===== src/ipr_cfg.svh =====
`ifndef IPR_CFG_SVH
`define IPR_CFG_SVH

// ****************************************************************
// Register byte offsets
// ****************************************************************
`define IPR_OFS_A 4'h0
`define IPR_OFS_B 4'h2
`define IPR_OFS_C 4'h4
`define IPR_OFS_D 4'h6

// ****************************************************************
// Reset value and writable bit masks
// ****************************************************************
`define IPR_RESET_VAL 16'h0000
`define IPR_MASK_A 16'h0FF0
`define IPR_MASK_B 16'hFF00
`define IPR_MASK_C 16'hFFFF
`define IPR_MASK_D 16'hFFFF

// ****************************************************************
// Field positions (low bit of each nibble)
// ****************************************************************
`define IPR_DMA_LSB 8
`define IPR_WATCHDOG_LSB 4
`define IPR_ETH_LSB 12
`define IPR_FREERUN_LSB 8
`define IPR_EXT0_LSB 12
`define IPR_EXT1_LSB 8
`define IPR_EXT2_LSB 4
`define IPR_EXT3_LSB 0
`define IPR_PT0_LSB 12
`define IPR_PT1_LSB 8
`define IPR_PT2_LSB 4
`define IPR_SER1_LSB 0

`endif


===== src/ipr_pkg.sv =====
package ipr_pkg;

    // One priority level: 0 is lowest, 15 highest
    typedef logic [3:0] ipr_level_t;

    // Index of each priority register in the bank
    typedef enum logic [1:0] {
        IPR_REG_A = 2'b00,
        IPR_REG_B = 2'b01,
        IPR_REG_C = 2'b10,
        IPR_REG_D = 2'b11
    } ipr_reg_e;

    typedef logic [15:0] ipr_word_t;

endpackage


===== src/ipr_tiebreak.sv =====
`timescale 1ns/1ps

// Fixed order between sources sharing one level field
module ipr_tiebreak (
    // DMA channel requests
    input wire logic [1:0] dma_req_i,
    // Watchdog and bus-state requests
    input wire logic watchdog_req_i,
    input wire logic bus_state_req_i,
    // Selected source per shared field
    output logic [1:0] dma_serve_o,
    output logic watchdog_serve_o,
    output logic bus_state_serve_o
);

    always_comb begin
        dma_serve_o = 2'h0;
        if (dma_req_i[0]) begin
            dma_serve_o = 2'h1;
        end else if (dma_req_i[1]) begin
            dma_serve_o = 2'h2;
        end
    end

    always_comb begin
        watchdog_serve_o = watchdog_req_i;
        bus_state_serve_o = bus_state_req_i && !watchdog_req_i;
    end

endmodule


===== src/ipr_regs.sv =====
`timescale 1ns/1ps
`include "ipr_cfg.svh"

module ipr_regs (
    // Clock and resets
    input wire logic clk_i,
    input wire logic nrst_i,
    input wire logic manual_nrst_i,
    // Power state
    input wire logic standby_i,
    // Register port
    input wire logic [3:0] addr_i,
    input wire logic [15:0] wdata_i,
    input wire logic wr_i,
    input wire logic rd_i,
    output logic [15:0] rdata_o,
    // Request sources sharing a field
    input wire logic [1:0] dma_req_i,
    input wire logic watchdog_req_i,
    input wire logic bus_state_req_i,
    output logic [1:0] dma_serve_o,
    output logic watchdog_serve_o,
    output logic bus_state_serve_o,
    // Levels to arbitration
    output ipr_pkg::ipr_level_t dma_level_o,
    output ipr_pkg::ipr_level_t watchdog_level_o,
    output ipr_pkg::ipr_level_t eth_dma_level_o,
    output ipr_pkg::ipr_level_t freerun_timer_level_o,
    output ipr_pkg::ipr_level_t ext_line0_level_o,
    output ipr_pkg::ipr_level_t ext_line1_level_o,
    output ipr_pkg::ipr_level_t ext_line2_level_o,
    output ipr_pkg::ipr_level_t ext_line3_level_o,
    output ipr_pkg::ipr_level_t pulse_timer0_level_o,
    output ipr_pkg::ipr_level_t pulse_timer1_level_o,
    output ipr_pkg::ipr_level_t pulse_timer2_level_o,
    output ipr_pkg::ipr_level_t fifo_serial1_level_o
);

    // ****************************************************************
    // Register storage
    // ****************************************************************
    localparam ipr_pkg::ipr_word_t MASKS [4] = '{
        `IPR_MASK_A, `IPR_MASK_B, `IPR_MASK_C, `IPR_MASK_D
    };

    ipr_pkg::ipr_word_t bank [4];
    ipr_pkg::ipr_reg_e sel;
    logic hit;
    logic [3:0] wr_sel;
    ipr_pkg::ipr_word_t next_rdata;

    // ****************************************************************
    // Address decode
    // ****************************************************************
    always_comb begin
        hit = 1'b1;
        sel = ipr_pkg::IPR_REG_A;
        if (addr_i == `IPR_OFS_A) begin
            sel = ipr_pkg::IPR_REG_A;
        end else if (addr_i == `IPR_OFS_B) begin
            sel = ipr_pkg::IPR_REG_B;
        end else if (addr_i == `IPR_OFS_C) begin
            sel = ipr_pkg::IPR_REG_C;
        end else if (addr_i == `IPR_OFS_D) begin
            sel = ipr_pkg::IPR_REG_D;
        end else begin
            hit = 1'b0;
        end
    end

    // ****************************************************************
    // Per-register write and clear
    // ****************************************************************
    genvar g;
    generate
        for (g = 0; g < 4; g++) begin : gen_reg
            assign wr_sel[g] = wr_i && hit && (sel == ipr_pkg::ipr_reg_e'(g));

            // Standby is deliberately not an input here: contents survive it
            // only resets clear
            always_ff @(posedge clk_i or negedge nrst_i) begin
                if (!nrst_i) begin
                    bank[g] <= `IPR_RESET_VAL;
                end else if (!manual_nrst_i) begin
                    bank[g] <= `IPR_RESET_VAL;
                end else if (wr_sel[g]) begin
                    bank[g] <= wdata_i & MASKS[g];
                end
            end
        end
    endgenerate

    // ****************************************************************
    // Read port
    // ****************************************************************
    // Unmapped offsets read zero rather than aliasing
    always_comb begin
        next_rdata = 16'h0000;
        if (rd_i && hit) begin
            next_rdata = bank[sel];
        end
    end

    // Data stands for exactly the cycle after the strobe
    always_ff @(posedge clk_i or negedge nrst_i) begin
        if (!nrst_i) begin
            rdata_o <= 16'h0000;
        end else begin
            rdata_o <= next_rdata;
        end
    end

    // ****************************************************************
    // Level outputs
    // ****************************************************************
    // raw level, zero lowest
    assign dma_level_o = bank[0][`IPR_DMA_LSB +: 4];
    assign watchdog_level_o = bank[0][`IPR_WATCHDOG_LSB +: 4];
    assign eth_dma_level_o = bank[1][`IPR_ETH_LSB +: 4];
    assign freerun_timer_level_o = bank[1][`IPR_FREERUN_LSB +: 4];
    // external lines, line 0 on top
    assign ext_line0_level_o = bank[2][`IPR_EXT0_LSB +: 4];
    assign ext_line1_level_o = bank[2][`IPR_EXT1_LSB +: 4];
    assign ext_line2_level_o = bank[2][`IPR_EXT2_LSB +: 4];
    assign ext_line3_level_o = bank[2][`IPR_EXT3_LSB +: 4];
    assign pulse_timer0_level_o = bank[3][`IPR_PT0_LSB +: 4];
    assign pulse_timer1_level_o = bank[3][`IPR_PT1_LSB +: 4];
    assign pulse_timer2_level_o = bank[3][`IPR_PT2_LSB +: 4];
    assign fifo_serial1_level_o = bank[3][`IPR_SER1_LSB +: 4];

    // ****************************************************************
    // Order within shared fields
    // ****************************************************************
    // fixed tie order
    ipr_tiebreak u_tiebreak (
        .dma_req_i(dma_req_i),
        .watchdog_req_i(watchdog_req_i),
        .bus_state_req_i(bus_state_req_i),
        .dma_serve_o(dma_serve_o),
        .watchdog_serve_o(watchdog_serve_o),
        .bus_state_serve_o(bus_state_serve_o)
    );
endmodule


===== config.mk =====
export PLATFORM = sky130hd
export DESIGN_NAME = ipr_regs
export DESIGN_NICKNAME = d
export VERILOG_FILES = /design/src/ipr_pkg.sv /design/src/ipr_tiebreak.sv /design/src/ipr_regs.sv
export VERILOG_INCLUDE_DIRS = /design/src
export SDC_FILE = /design/constraint.sdc
export NUM_CORES = 1
export LEC_CHECK = 0
export BUFFER_PORTS_ARGS = -buffer_cell sky130_fd_sc_hd__buf_4
export CORE_MARGIN = 10
export CORE_UTILIZATION = 55
export CTS_CLUSTER_DIAMETER = 60
export DETAILED_ROUTE_END_ITERATION = 8
export PLACE_DENSITY_LB_ADDON = 0.3
export SLEW_MARGIN = 20
export SYNTH_ARGS = -nofsm -noshare
export SYNTH_HDL_FRONTEND = slang
export SYNTH_SLANG_ARGS = --single-unit

===== constraint.sdc =====
create_clock -name clk_i -period 1.8 [get_ports clk_i]
set_input_delay 0 -clock clk_i [delete_from_list [all_inputs] [get_ports clk_i]]
set_output_delay 0 -clock clk_i [all_outputs]
set_load 0.02 [all_outputs]

; ---- Word level (Yosys, flattened, before mapping)
; Index checks and enable logic that the tools add are counted.
[op_classes]
eq_ne = 10
muxes = 22
bitwise = 1
order_cmp = 1
reduce_logical = 10
[op_table]
columns = op, count
row1 = $mux 16, 11
row2 = $bmux 16 s2, 1
row3 = $mux 2, 6
row4 = $eq 4x3->1 const B, 2
row5 = $ne 2x1->1 const B, 4
row6 = $logic_and 1x1->1, 7
row7 = $eq 2x2->1 const B, 2
row8 = $eq 4x2->1 const B, 1
row9 = $logic_not 4->1, 1
row10 = $mux 1, 4
row11 = $ge 3x3->1 const B, 1
row12 = $not 2->3, 1
row13 = $eq 2x1->1 const B, 1
row14 = $logic_not 2->1, 1
row15 = $logic_not 1->1, 1
[totals]
output_inout_bits = 68
in_bits = 30
regBits = 80
word_cells = 49

; ---- Longest topological paths before layout
[logic_depth]
depth_word = 10
mapped_depth = 6
mapped_depth_nobuf = 3

; ---- Cells and area by module
; A second synthesis with hierarchy kept.
[hier_totals]
hier_cells = 322
area_unflattened_um2 = 3090.5
[modules_own_cells]
columns = module, instances, area_per_inst_um2, cells_each
row1 = ipr_regs, 1, 3047.9, 318
row2 = ipr_tiebreak, 1, 42.5, 4

; ---- Least setup slack after synthesis
; Ideal clock, no wire load.
[synth_path]
path_kind = reg-to-reg
startpoint = reg bank (netlist bit pulse_timer0_level_o[2])
endpoint = reg rdata_o[14]
n_path_buf = 0
arrival_time_ps = 978
slack_ps = 744
path_stages_with_launch = 4
synth_period_minus_slack_ps = 1056
path_cell_list = dfrtp_1 > mux2i_1 > or3_1 > a21oi_1
[synth_via]
elab_chain_len = 4
[synth_rtl]
columns = element, line
row1 = start: declaration, ipr_regs.sv:46  ; ipr_pkg::ipr_word_t bank [4];
row2 = start signal: indexed assignment, ipr_regs.sv:83  ; bank[g] <= `IPR_RESET_VAL;
row3 = start signal: indexed assignment, ipr_regs.sv:85  ; bank[g] <= `IPR_RESET_VAL;
row4 = start signal: indexed assignment, ipr_regs.sv:87  ; bank[g] <= wdata_i & MASKS[g];
row5 = $bmux 16 s2, ipr_regs.sv:100  ; next_rdata = bank[sel];
row6 = $mux 16 (not written as such) (2 in a row), ipr_regs.sv:100
row7 = $mux 16, ipr_regs.sv:99  ; if (rd_i && hit) begin
row8 = named net next_rdata[14], ipr_regs.sv:50  ; ipr_pkg::ipr_word_t next_rdata;
row9 = end signal: assignment, ipr_regs.sv:109  ; rdata_o <= next_rdata;
row10 = end: declaration, ipr_regs.sv:16  ; output logic [15:0] rdata_o,
; The timed path passes the listed nets, and every way through them passes these cells. The select of a mux whose other input is x is not followed.
; A chain may end at the register's enable or synchronous reset.

; ---- Final worst setup path
[layout_path]
startpoint = reg bank (netlist bit ext_line2_level_o[1])
endpoint = reg rdata_o[5]
; The elaborated chain is that of the path after synthesis.

==> flow_summary.json <==
{
  "period_share_pct": 63.5,
  "slowest_stage": "dfrtp_1",
  "antenna_found_initial": 0,
  "final_area_mm2": 0.00422,
  "ys_types": 30,
  "syn_to_final_growth_pct": 32.3,
  "num_antenna_cells": 0,
  "post-cts-setup-buffers": 0,
  "status": "complete, no violations",
  "rows": 27,
  "multi_input_area_mm2": 0.00137,
  "die_y_um": 96.1,
  "clk_latency_ps": 340,
  "fin_crit_ps": 1140,
  "grt-busiest-layer": "met2",
  "path_cells": "nor4bb_1, o21bai_1, a21oi_1",
  "cts_resized": 0,
  "path_class": "flop to flop",
  "grt_max_degree": 65,
  "cp_slowest_stage_delay_ps": 420,
  "start_kind": "flop",
  "clk_pin_slew_ps": 70,
  "vias_per_cell": 6.04,
  "skew_ps": 6.26,
  "core_mm2": 0.00557,
  "grt_use_total_pct": 22.2,
  "n_fill_cell": 383,
  "port_buffers": 96,
  "ys_seq_elements": 64,
  "cts_sinks": 64,
  "cts_max_path_buffers": 2,
  "cts_tree": "yes",
  "relSlewSlack_pct": 40.9,
  "place_area_mm2": 0.00383,
  "fmax_ghz": 0.875,
  "use_met2_pct": 34.7,
  "cts_inserted_buffers": 9,
  "antenna_left": 0,
  "grt_pass1_wl_um": 16100,
  "maxCapViolCount": 0,
  "power_leakage_nw": 1.91,
  "power_density_mw_per_mm2": 753,
  "yosys_warnings": 0,
  "grt-ovfl-total": 0,
  "rsz0062_at_grt": "no",
  "grt_util_met1_pct": 28.9,
  "fin_nets": 442,
  "grt.met3_usage_pct": 7.16,
  "clockRootBuffer": "clkbuf_8",
  "drt_wl_total_um": 9900,
  "post-dp-hpwl_um": 6510,
  "gp_congestion": 0.773,
  "end_kind": "flop",
  "initial_core_util_pct": 57.2,
  "syn_nets": 344,
  "worst_slew_pin_slew_ps": 887,
  "syn_inst": 314,
  "ios": 98,
  "critPathRequiredTime_ps": 2040,
  "syn_avg_cell_area_um2": 10.1,
  "drc": 0,
  "first_pass_iters": 5,
  "wl_per_cell_um": 20.2,
  "grt_pass1_vias": 2987,
  "h-tree-depth": 3,
  "final_cell_mix": "buf_4 (103), dfrtp_1 (64), nand3_1 (49)",
  "timing.final.hold_violations": 0,
  "drive_gt1_share_pct": 29.0,
  "final_common_cell": "buf_4",
  "timing.final.max_slew_violations": 0,
  "largest_register_ffs": 16,
  "synth.cell_area_mm2": 0.00319,
  "whs_ps": 54.2,
  "vias": 2954,
  "utilization_pct": 75.6,
  "worstPathMaxFanout": 3,
  "drtIter0Drc": 289,
  "arrival_ps": 1380,
  "setup_viol": 0,
  "regMostFlops": "rdata_o",
  "seq_area_mm2": 0.00160,
  "hold_path_class": "primary input to flop",
  "setup_tns_ps": 0,
  "vdd_drop_max_uv": 479,
  "fp.dieArea_mm2": 0.00924,
  "die_w_um": 96.1,
  "yosysSeqAreaShare_pct": 50.3
}
[final timing paths]
| check | end | cells past startpoint | slack, ps | start |
|---|---|---|---|---|
| max in group asynchronous | pulse_timer2_level_o[2]$_DFFE_PN0P_ | 2 | 970 | nrst_i |
| worst min-delay path | rdata_o[6]$_DFF_PN0_ | 3 | 50 | addr_i[1] |
| worst max register to register | rdata_o[5]$_DFF_PN0_ | 3 | 660 | ext_line2_level_o[1]$_DFFE_PN0P_ |
| worst min register to register | ext_line1_level_o[3]$_DFFE_PN0P_ | 2 | 560 | ext_line1_level_o[3]$_DFFE_PN0P_ |
| worst max-delay path | rdata_o[5]$_DFF_PN0_ | 3 | 660 | ext_line2_level_o[1]$_DFFE_PN0P_ |
| min in group asynchronous | rdata_o[13]$_DFF_PN0_ | 2 | 290 | nrst_i |
[layer usage]
| metal | vias to the layer above | routed length, um |
|---|---|---|
| met5 | - | 0 |
| met3 | 14 | 1140 |
| met1 | 1424 | 3880 |
| li1 | 1333 | - |
| met2 | 183 | 4760 |
| met4 | 0 | 123 |
[synth_stat cells, drive strengths merged]
cell type  number  area share, %
nor2           10            1.4
mux2i           1           0.31
nand2b          1           0.20
or2             1           0.20
and4bb          1           0.51
a22oi           9            2.1
a21boi         48             11
o21ai          48            7.5
nor4bb          7            2.2
or3b            1           0.35
and2b           1           0.24
or3             1           0.20
a222oi          3           0.94
buf            22            5.5
o21bai          7            1.6
nand2           5           0.59
dfrtp          64             50
nand3b          1           0.24
and3b           1           0.27
clkbuf         11            1.3
nor3b           1           0.59
nand3          49            7.7
nor2b          11            2.2
nor4b           1           0.75
a21oi           9            1.4
[cell families after synthesis]
| family | after synthesis | synth area share, % |
|---|---|---|
| AOI/OAI and AO/OA | 124 | 25.0 |
| buffers and inverters | 33 | 6.87 |
| DFF | 64 | 50.3 |
| muxes | 1 | 0.314 |
| and+or+nand+nor | 92 | 17.6 |
[what timing repair did]
action / in CTS / in global routing
setup endpoints to repair: 0 / 0
endpoints found under the hold margin: 112 / 0
hold buffers: 17 / 0
[through the flow]
stage | worst slack, ps | cells | total power, mW
after floorplan | 744 | 314 | 1.67
after global placement | 427 | 456 | 1.81
after detailed placement | 401 | 456 | 1.81
after CTS | 679 | 489 | 3.18
after global routing | 572 | 489 | 3.26
final | 657 | 489 | 3.17
[critical path: cells and delay by family (launching register included)]
family	cells	cell delay, ps
compound gates	2	320
flops	1	420
simple gates	1	300
[where the power goes]
group | internal [mW] | leakage, nW | switching (mW)
sequential | 1.45 | 0.892 | 0.0121
combinational | 0.142 | 0.915 | 0.212
clock | 0.818 | 0.108 | 0.538
[final cells by class]
class / instances / share of cell area [%]
Sequential cell: 64 / 38.0
Multi-Input combinational cell: 217 / 32.4
Timing Repair Buffer: 120 / 22.4
Clock buffer: 13 / 3.53
Tap cell: 72 / 2.14
Clock inverter: 3 / 1.54
(Power assumes the default switching activity.)
